--- config.mk ---
export PLATFORM = sky130hd
export DESIGN_NAME = linear_encoder_homing
export DESIGN_NICKNAME = d
export VERILOG_FILES = /design/src/homing_pkg.sv /design/src/linear_encoder_homing.sv /design/src/stop_interval_lut.sv
export VERILOG_INCLUDE_DIRS = /design/src
export SDC_FILE = /design/constraint.sdc
export NUM_CORES = 1
export LEC_CHECK = 0
export BUFFER_PORTS_ARGS = -buffer_cell sky130_fd_sc_hd__buf_2
export CELL_PAD_IN_SITES_DETAIL_PLACEMENT = 0
export CELL_PAD_IN_SITES_GLOBAL_PLACEMENT = 1
export CORE_MARGIN = 5
export CORE_UTILIZATION = 48
export CTS_BUF_LIST = sky130_fd_sc_hd__clkbuf_4 sky130_fd_sc_hd__clkbuf_8
export DETAILED_ROUTE_END_ITERATION = 8
export PLACE_DENSITY = 0.9
export SYNTH_ARGS = -nofsm -noshare
export SYNTH_HDL_FRONTEND = slang
export SYNTH_SLANG_ARGS = --single-unit
--- constraint.sdc ---
create_clock -name clk -period 18.5 [get_ports clk]
set_clock_uncertainty 0.2 [all_clocks]
set_input_delay 3.7 -clock clk [delete_from_list [all_inputs] [get_ports clk]]
set_output_delay 3.7 -clock clk [all_outputs]
set_load 0.005 [all_outputs]
--- src/homing_cfg.svh ---
`ifndef HOMING_CFG_SVH
`define HOMING_CFG_SVH

`define POS_W 32
`define STOP_SEL_W 3
`define STOP_SEL_RESET 3'h3
`define STOP_SEL_MAX 3'h6
`define METHOD_W 8
`define METHOD_33 8'h21
`define METHOD_34 8'h22
`define METHOD_M11 8'hf5
`define METHOD_M43 8'hd5
`define INDEX_PULSE_MIN_NS 16
`define CLK_PERIOD_NS 8
`define INDEX_PULSE_CYCLES ((`INDEX_PULSE_MIN_NS + `CLK_PERIOD_NS - 1) / `CLK_PERIOD_NS)

`endif

--- src/homing_pkg.sv ---
package homing_pkg;
	typedef enum logic [2:0] {
		st_idle,
		st_seek_dog,
		st_in_dog,
		st_seek_target,
		st_done,
		st_fail
	} homing_state_type;
endpackage

--- src/linear_encoder_homing.sv ---
`timescale 1ns/1ps
`default_nettype none
`include "homing_cfg.svh"

module linear_encoder_homing
	import homing_pkg::*;
#(
	parameter int POS_W = `POS_W
)
(
	input wire logic clk,
	input wire logic rst,
	input wire logic [POS_W-1:0] feedback_pos,
	input wire logic encoder_index,
	input wire logic proximity_dog,
	input wire logic [`STOP_SEL_W-1:0] linear_motor_function_select,
	input wire logic homing_stop_position_select,
	input wire logic multipoint_index_select,
	input wire logic serial_incremental_encoder,
	input wire logic [`METHOD_W-1:0] homing_method,
	input wire logic [POS_W-1:0] home_shift_distance,
	input wire logic [POS_W-1:0] home_shift_distance_extension,
	input wire logic home_start,
	output logic encoder_index_pulse_output,
	output logic homing_direction_negative,
	output logic homing_busy,
	output logic homing_done,
	output logic homing_error,
	output logic restricted_region,
	output logic index_passed,
	output logic [POS_W-1:0] home_position,
	output logic [POS_W-1:0] target_position,
	output logic target_valid
);
	// =========================================
	// Parameter check
	if (POS_W < 27)
	begin : g_pos_w_check
		$error("POS_W too narrow for the largest stop interval");
	end

	// =========================================
	// Pin synchronisers
	logic [1:0] index_sync_q;
	logic [1:0] dog_sync_q;
	logic index_prev_q;
	logic dog_prev_q;
	logic index_rise;
	logic dog_fall;

	always_ff @(posedge clk or posedge rst)
	begin
		if (rst)
		begin
			index_sync_q <= 2'h0;
			dog_sync_q <= 2'h0;
			index_prev_q <= 1'b0;
			dog_prev_q <= 1'b0;
		end
		else
		begin
			index_sync_q <= {index_sync_q[0], encoder_index};
			dog_sync_q <= {dog_sync_q[0], proximity_dog};
			index_prev_q <= index_sync_q[1];
			dog_prev_q <= dog_sync_q[1];
		end
	end

	assign index_rise = index_sync_q[1] & ~index_prev_q;
	assign dog_fall = ~dog_sync_q[1] & dog_prev_q;

	// =========================================
	// Stop interval, held to the reset default until set
	logic [`STOP_SEL_W-1:0] stop_sel_q;
	logic [POS_W-1:0] interval;
	logic [31:0] interval_raw;
	logic sel_valid;

	always_ff @(posedge clk or posedge rst)
	begin
		if (rst)
			stop_sel_q <= `STOP_SEL_RESET;
		else if (sel_valid)
			stop_sel_q <= linear_motor_function_select;
	end

	stop_interval_lut u_lut
	(
		.sel(linear_motor_function_select),
		.interval(),
		.valid(sel_valid)
	);

	stop_interval_lut u_lut_q
	(
		.sel(stop_sel_q),
		.interval(interval_raw),
		.valid()
	);

	assign interval = POS_W'(interval_raw);

	// =========================================
	// Method decode
	function automatic logic method_known(input logic [`METHOD_W-1:0] m);
		method_known = (m == `METHOD_33) || (m == `METHOD_34) ||
			(m == `METHOD_M11) || (m == `METHOD_M43);
	endfunction

	// 34 and -11 run forward; 33 and -43 mirror them
	function automatic logic method_reversed(input logic [`METHOD_W-1:0] m);
		method_reversed = (m == `METHOD_33) || (m == `METHOD_M43);
	endfunction

	// =========================================
	// Index anchor
	logic [POS_W-1:0] anchor_q;
	logic [POS_W-1:0] shift;
	logic [POS_W-1:0] offset;
	logic [POS_W-1:0] below;
	logic [POS_W-1:0] above;
	logic [POS_W-1:0] nearest;
	logic stop_at_index;
	logic reversed_q;
	logic running;
	logic start_accept;
	homing_state_type state_q;

	// From the state: the busy flop lags, a start just after done would miss the clear
	assign running = (state_q == st_seek_dog) || (state_q == st_in_dog) ||
		(state_q == st_seek_target);
	assign start_accept = home_start && !running;

	// Multipoint: every mark re-anchors; else only the first in a run
	always_ff @(posedge clk or posedge rst)
	begin
		if (rst)
		begin
			anchor_q <= '0;
			index_passed <= 1'b0;
		end
		else if (start_accept)
			index_passed <= 1'b0;
		else if (index_rise && running && (!index_passed || multipoint_index_select))
		begin
			anchor_q <= feedback_pos;
			index_passed <= 1'b1;
		end
	end

	// Intervals are powers of two, so modulo is a mask
	assign offset = (feedback_pos - anchor_q) & (interval - POS_W'(1));
	assign below = feedback_pos - offset;
	assign above = below + interval;
	assign nearest = (offset >= (interval >> 1)) ? above : below;
	assign shift = home_shift_distance + home_shift_distance_extension;
	assign stop_at_index = homing_stop_position_select && serial_incremental_encoder &&
		method_known(homing_method);

	// =========================================
	// Sequencer
	always_ff @(posedge clk or posedge rst)
	begin
		if (rst)
		begin
			state_q <= st_idle;
			reversed_q <= 1'b0;
			target_position <= '0;
			home_position <= '0;
			target_valid <= 1'b0;
			homing_done <= 1'b0;
			homing_error <= 1'b0;
		end
		else
		begin
			unique case (state_q)
				st_idle, st_done, st_fail:
				begin
					if (home_start)
					begin
						state_q <= st_seek_dog;
						reversed_q <= method_reversed(homing_method);
						target_valid <= 1'b0;
						homing_done <= 1'b0;
						homing_error <= 1'b0;
					end
				end
				st_seek_dog:
					if (dog_sync_q[1] && !dog_prev_q)
						state_q <= st_in_dog;
				st_in_dog:
				begin
					if (dog_fall)
					begin
						if (!index_passed)
						begin
							state_q <= st_fail;
							homing_error <= 1'b1;
						end
						else
						begin
							state_q <= st_seek_target;
							target_valid <= 1'b1;
							if (stop_at_index)
								target_position <= anchor_q + shift;
							else
								target_position <= nearest + shift;
						end
					end
				end
				st_seek_target:
				begin
					if (feedback_pos == target_position)
					begin
						state_q <= st_done;
						home_position <= target_position;
						homing_done <= 1'b1;
						target_valid <= 1'b0;
					end
				end
				default:
					state_q <= st_idle;
			endcase
		end
	end

	// =========================================
	// Status outputs
	always_ff @(posedge clk or posedge rst)
	begin
		if (rst)
		begin
			homing_busy <= 1'b0;
			homing_direction_negative <= 1'b0;
			restricted_region <= 1'b0;
		end
		else
		begin
			homing_busy <= running;
			homing_direction_negative <= reversed_q;
			restricted_region <= homing_busy && !index_passed;
		end
	end

	// =========================================
	// Index pulse output, stretched to a visible width
	logic [3:0] pulse_cnt_q;

	always_ff @(posedge clk or posedge rst)
	begin
		if (rst)
		begin
			pulse_cnt_q <= 4'h0;
			encoder_index_pulse_output <= 1'b0;
		end
		else
		begin
			if (index_rise)
				pulse_cnt_q <= 4'(`INDEX_PULSE_CYCLES);
			else if (pulse_cnt_q != 4'h0)
				pulse_cnt_q <= pulse_cnt_q - 4'h1;
			encoder_index_pulse_output <= index_sync_q[1] || (pulse_cnt_q != 4'h0);
		end
	end
endmodule // linear_encoder_homing

`default_nettype wire

--- src/stop_interval_lut.sv ---
`timescale 1ns/1ps
`default_nettype none
`include "homing_cfg.svh"

module stop_interval_lut
(
	input wire logic [`STOP_SEL_W-1:0] sel,
	output logic [`POS_W-1:0] interval,
	output logic valid
);
	// =========================================
	// Interval decode
	always_comb
	begin
		valid = 1'b1;
		unique case (sel)
			3'h0: interval = 32'h0000_2000;
			3'h1: interval = 32'h0002_0000;
			3'h2: interval = 32'h0004_0000;
			3'h3: interval = 32'h0010_0000;
			3'h4: interval = 32'h0040_0000;
			3'h5: interval = 32'h0100_0000;
			3'h6: interval = 32'h0400_0000;
			default:
			begin
				interval = 32'h0010_0000;
				valid = 1'b0;
			end
		endcase
	end
endmodule // stop_interval_lut

`default_nettype wire

==> reports/metrics.yaml <==
worst_setup_path:
  reg2regPathDepth: 37
  endpoint_kind: "flop"
  crit_path_start_kind: "input port"
  r2r_setup_slack_ns: 9.60
  crit_fanout: 13
  worst_ep_arrival_time_ns: 12.05
  worstSetupPathType: "in -> reg"
  cp_common_cell: "a21o_1"
  r2r_start: "anchor_q[4]$_DFFE_PP0P_"
  cp_slowest_cell: "and2_1"
  rr_endpoint: "target_position[31]$_DFFE_PP0P_"
  critPathMaxStageDelay_ns: 0.52
  required_ns: 18.68
synthesis:
  yosysWarnings: 0
  synth-edff-count: 0
  ys_seq_area_share_pct: 25.34
  synth_area_um2: 11960
  yosys_register_bits: 121
  synth_ff_type: "dfrtp_1"
  syn_avg_cell_area_um2: 8.340
  synth_cell_types: 78
  synthArstFlopShare_pct: 100.0
  netlist_instances: 1434
layout:
  regArea_um2: 3030
  flow.area_growth_from_synthesis_pct: 14.68
  nFillCells: 2296
  layout-drive-gt1-share_pct: 17.39
  nNetsFinal: 1870
  multi_input_area_um2: 8477
sta:
  fin_crit_ns: 11.88
  final_max_slew_viol_count: 0
  final-setup-viol-count: 0
  fmax_mhz: 84.18
  rsz0062_at_grt: "false"
  slew_headroom_pct: 39.14
  finalCritPeriodShare_pct: 64.21
  worstMarginPinSlew_ns: 0.9128
  finalSetupTns_ns: 0
  worst_slack_ns: 6.621
  hold_viol: 0
grt:
  met2_usage_pct: 37.68
  antenna_found_initial: 1
  grt_pass1_vias: 10664
  grt_max_degree: 69
  grt_most_used_layer: "met2"
  grt_usage_pct: 24.69
  grt_pass1_wl_um: 56240
  grt-ovfl-total: 0
  grt.met3_usage_pct: 3.072
  use_met1_pct: 36.89
place:
  dpl.hpwl_um: 28490
  gp_congestion: 0.9902
  dp_slack_ns: 6.293
  portBuffers: 186
clock_tree:
  h-tree-depth: 4
  path_clk_slew_ns: 0.08
  cts_max_path_buffers: 2
  cts_root_buf: "clkbuf_8"
  holdBufCountCts: 0
  clock_sinks: 121
  post-cts-setup-buffer-count: 0
  cts_made_buffers: 17
  clk_latency_ns: 0.46
  cts_tree: "yes"
  cts_resized: 0
floorplan:
  ios: 187
  num_rows: 57
  dieArea_um2: 28170
  core_um2: 24460
  initial_utilization_pct: 48.89
  die_w_um: 167.8
  fp.dieH_um: 167.8
route:
  first_iter_violations: 891
  drt_wl_total_um: 35530
  wl_per_cell_um: 18.20
  vias: 11127
  antenna_left: 0
  drtPass1Iterations: 6
  drc: 0
  viasPerCell: 5.700
run_status:
  status: "finished, final reports clean"
min_path:
  min_to: "index_sync_q[1]$_DFF_PP0_"
  worst_hold_path.num_cells: 0
  worstHoldStart: "index_sync_q[0]$_DFF_PP0_"
  hp-class: "reg -> reg"
job:
  max_cap_violations: 0
==> metrics by stage <==
| stage | cells | cell area (um2) | util (%) | hold slack (ns) |
|---|---|---|---|---|
| CTS | 1951 | 13710 | 56.05 | 0.1555 |
| global route | 1952 | 13710 | 56.06 | 0.1648 |
| global placement | 1919 | 13240 | 54.11 | 0.1320 |
| floorplan | 1437 | 11970 | - | 0.1312 |
| detailed placement | 1919 | 13240 | 54.11 | 0.1347 |
| finish | 1952 | 13710 | 56.06 | 0.1482 |
==> registers in the layout (all words and copies together) (netlist names) <==
signal / flops
anchor_q: 32
state_q: 3
target_position: 32
homing_error: 1
encoder_index_pulse_output: 1
index_passed: 1
pulse_cnt_q: 4
home_position: 32
reversed_q: 1
index_prev_q: 1
dog_prev_q: 1
homing_busy: 1
restricted_region: 1
homing_direction_negative: 1
index_sync_q: 2
stop_sel_q: 3
dog_sync_q: 2
target_valid: 1
homing_done: 1
==> placed cells by master, fill, tap and decap left out, types with 35 or more instances in the layout <==
| master | Yosys | final |
|---|---|---|
| a21o_1 | 73 | 73 |
| ha_1 | 137 | 137 |
| mux2_2 | 35 | 35 |
| inv_1 | 90 | 89 |
| nor2_1 | 74 | 74 |
| dfrtp_1 | 119 | 119 |
| buf_2 | 3 | 186 |
| a21oi_1 | 106 | 105 |
| xor2_1 | 48 | 48 |
| xnor2_1 | 101 | 101 |
| nand2_1 | 153 | 153 |
| o21ai_0 | 119 | 119 |
==> area by class of cell <==
class | count | share of cell area (%)
antenna | 1 | 0.01825
clock buffer | 18 | 1.761
clock inverter | 14 | 1.706
inverter | 90 | 2.482
multi-input combinational | 1191 | 61.81
sequential | 121 | 22.10
tap | 324 | 2.956
timing repair buffer | 193 | 7.171
==> routing by layer <==
layer	wire, um	share of wire (%)	vias to the layer above
met4	890	2.5	0
li1	-	-	5545
met5	0	0	-
met1	16880	48	5139
met3	2420	6.8	47
met2	15340	43	396
==> synthesized netlist by cell type, drive strengths merged, types with 9 or more instances <==
master  instances  area share, %
nand2         153            4.8
ha            137             14
o21ai         124            5.2
dfrtp         119             25
a21oi         106            4.4
xnor2         101            7.4
inv            90            2.8
nor2           74            2.3
a21o           73            4.6
xor2           48            3.5
mux2           35            3.3
nand3          33            1.4
clkbuf         31           0.98
nand4          20            1.0
and3           18           0.94
nor3           18           0.80
nor2b          17           0.89
nand2b         16           0.84
o21bai         16            1.0
a211oi         15            1.0
o21a           15           0.94
a31oi          14           0.73
o31ai          13           0.82
o211ai         11           0.69
a21boi         10           0.63
mux2i          10           0.84
and2            9           0.47
nand3b          9           0.56
==> critical path: cells and delay by family <==
family                   cells  cell delay (ns)
buffers and inverters        1             0.13
AND/OR/NAND/NOR              8             1.91
AO/OA/AOI/OAI               21             4.42
adder cells (fa/ha/maj)      3             1.04
multiplexers                 1             0.24
XOR/XNOR                     3             0.61
==> cells by family (layout without fill, tap and decap cells) <==
group,Yosys count,after routing,synth area share (%)
mux,45,45,4.133
flops,121,121,25.34
xor+xnor,150,150,11.10
other cells,1,5,0.03136
buf+inv,125,315,3.965
simple gates,399,399,16.04
compound gates,452,452,24.39
fa+ha+maj,141,141,15.00
==> how the worst max path moves through the flow <==
stage | slack (ns) | start | depth (start not counted) | end
floorplan | 7.37 | feedback_pos[4] | 37 | target_position[31]$_DFFE_PP0P_
global placement | 6.45 | feedback_pos[4] | 37 | target_position[31]$_DFFE_PP0P_
detailed placement | 6.29 | feedback_pos[4] | 37 | target_position[31]$_DFFE_PP0P_
CTS | 6.73 | feedback_pos[4] | 37 | target_position[31]$_DFFE_PP0P_
global route | 6.13 | feedback_pos[4] | 38 | target_position[31]$_DFFE_PP0P_
finish | 6.62 | feedback_pos[4] | 37 | target_position[31]$_DFFE_PP0P_
Power is left out: the tool's default activity adds up to more than one toggle a clock period on the data nets, which glitch-free logic cannot reach.
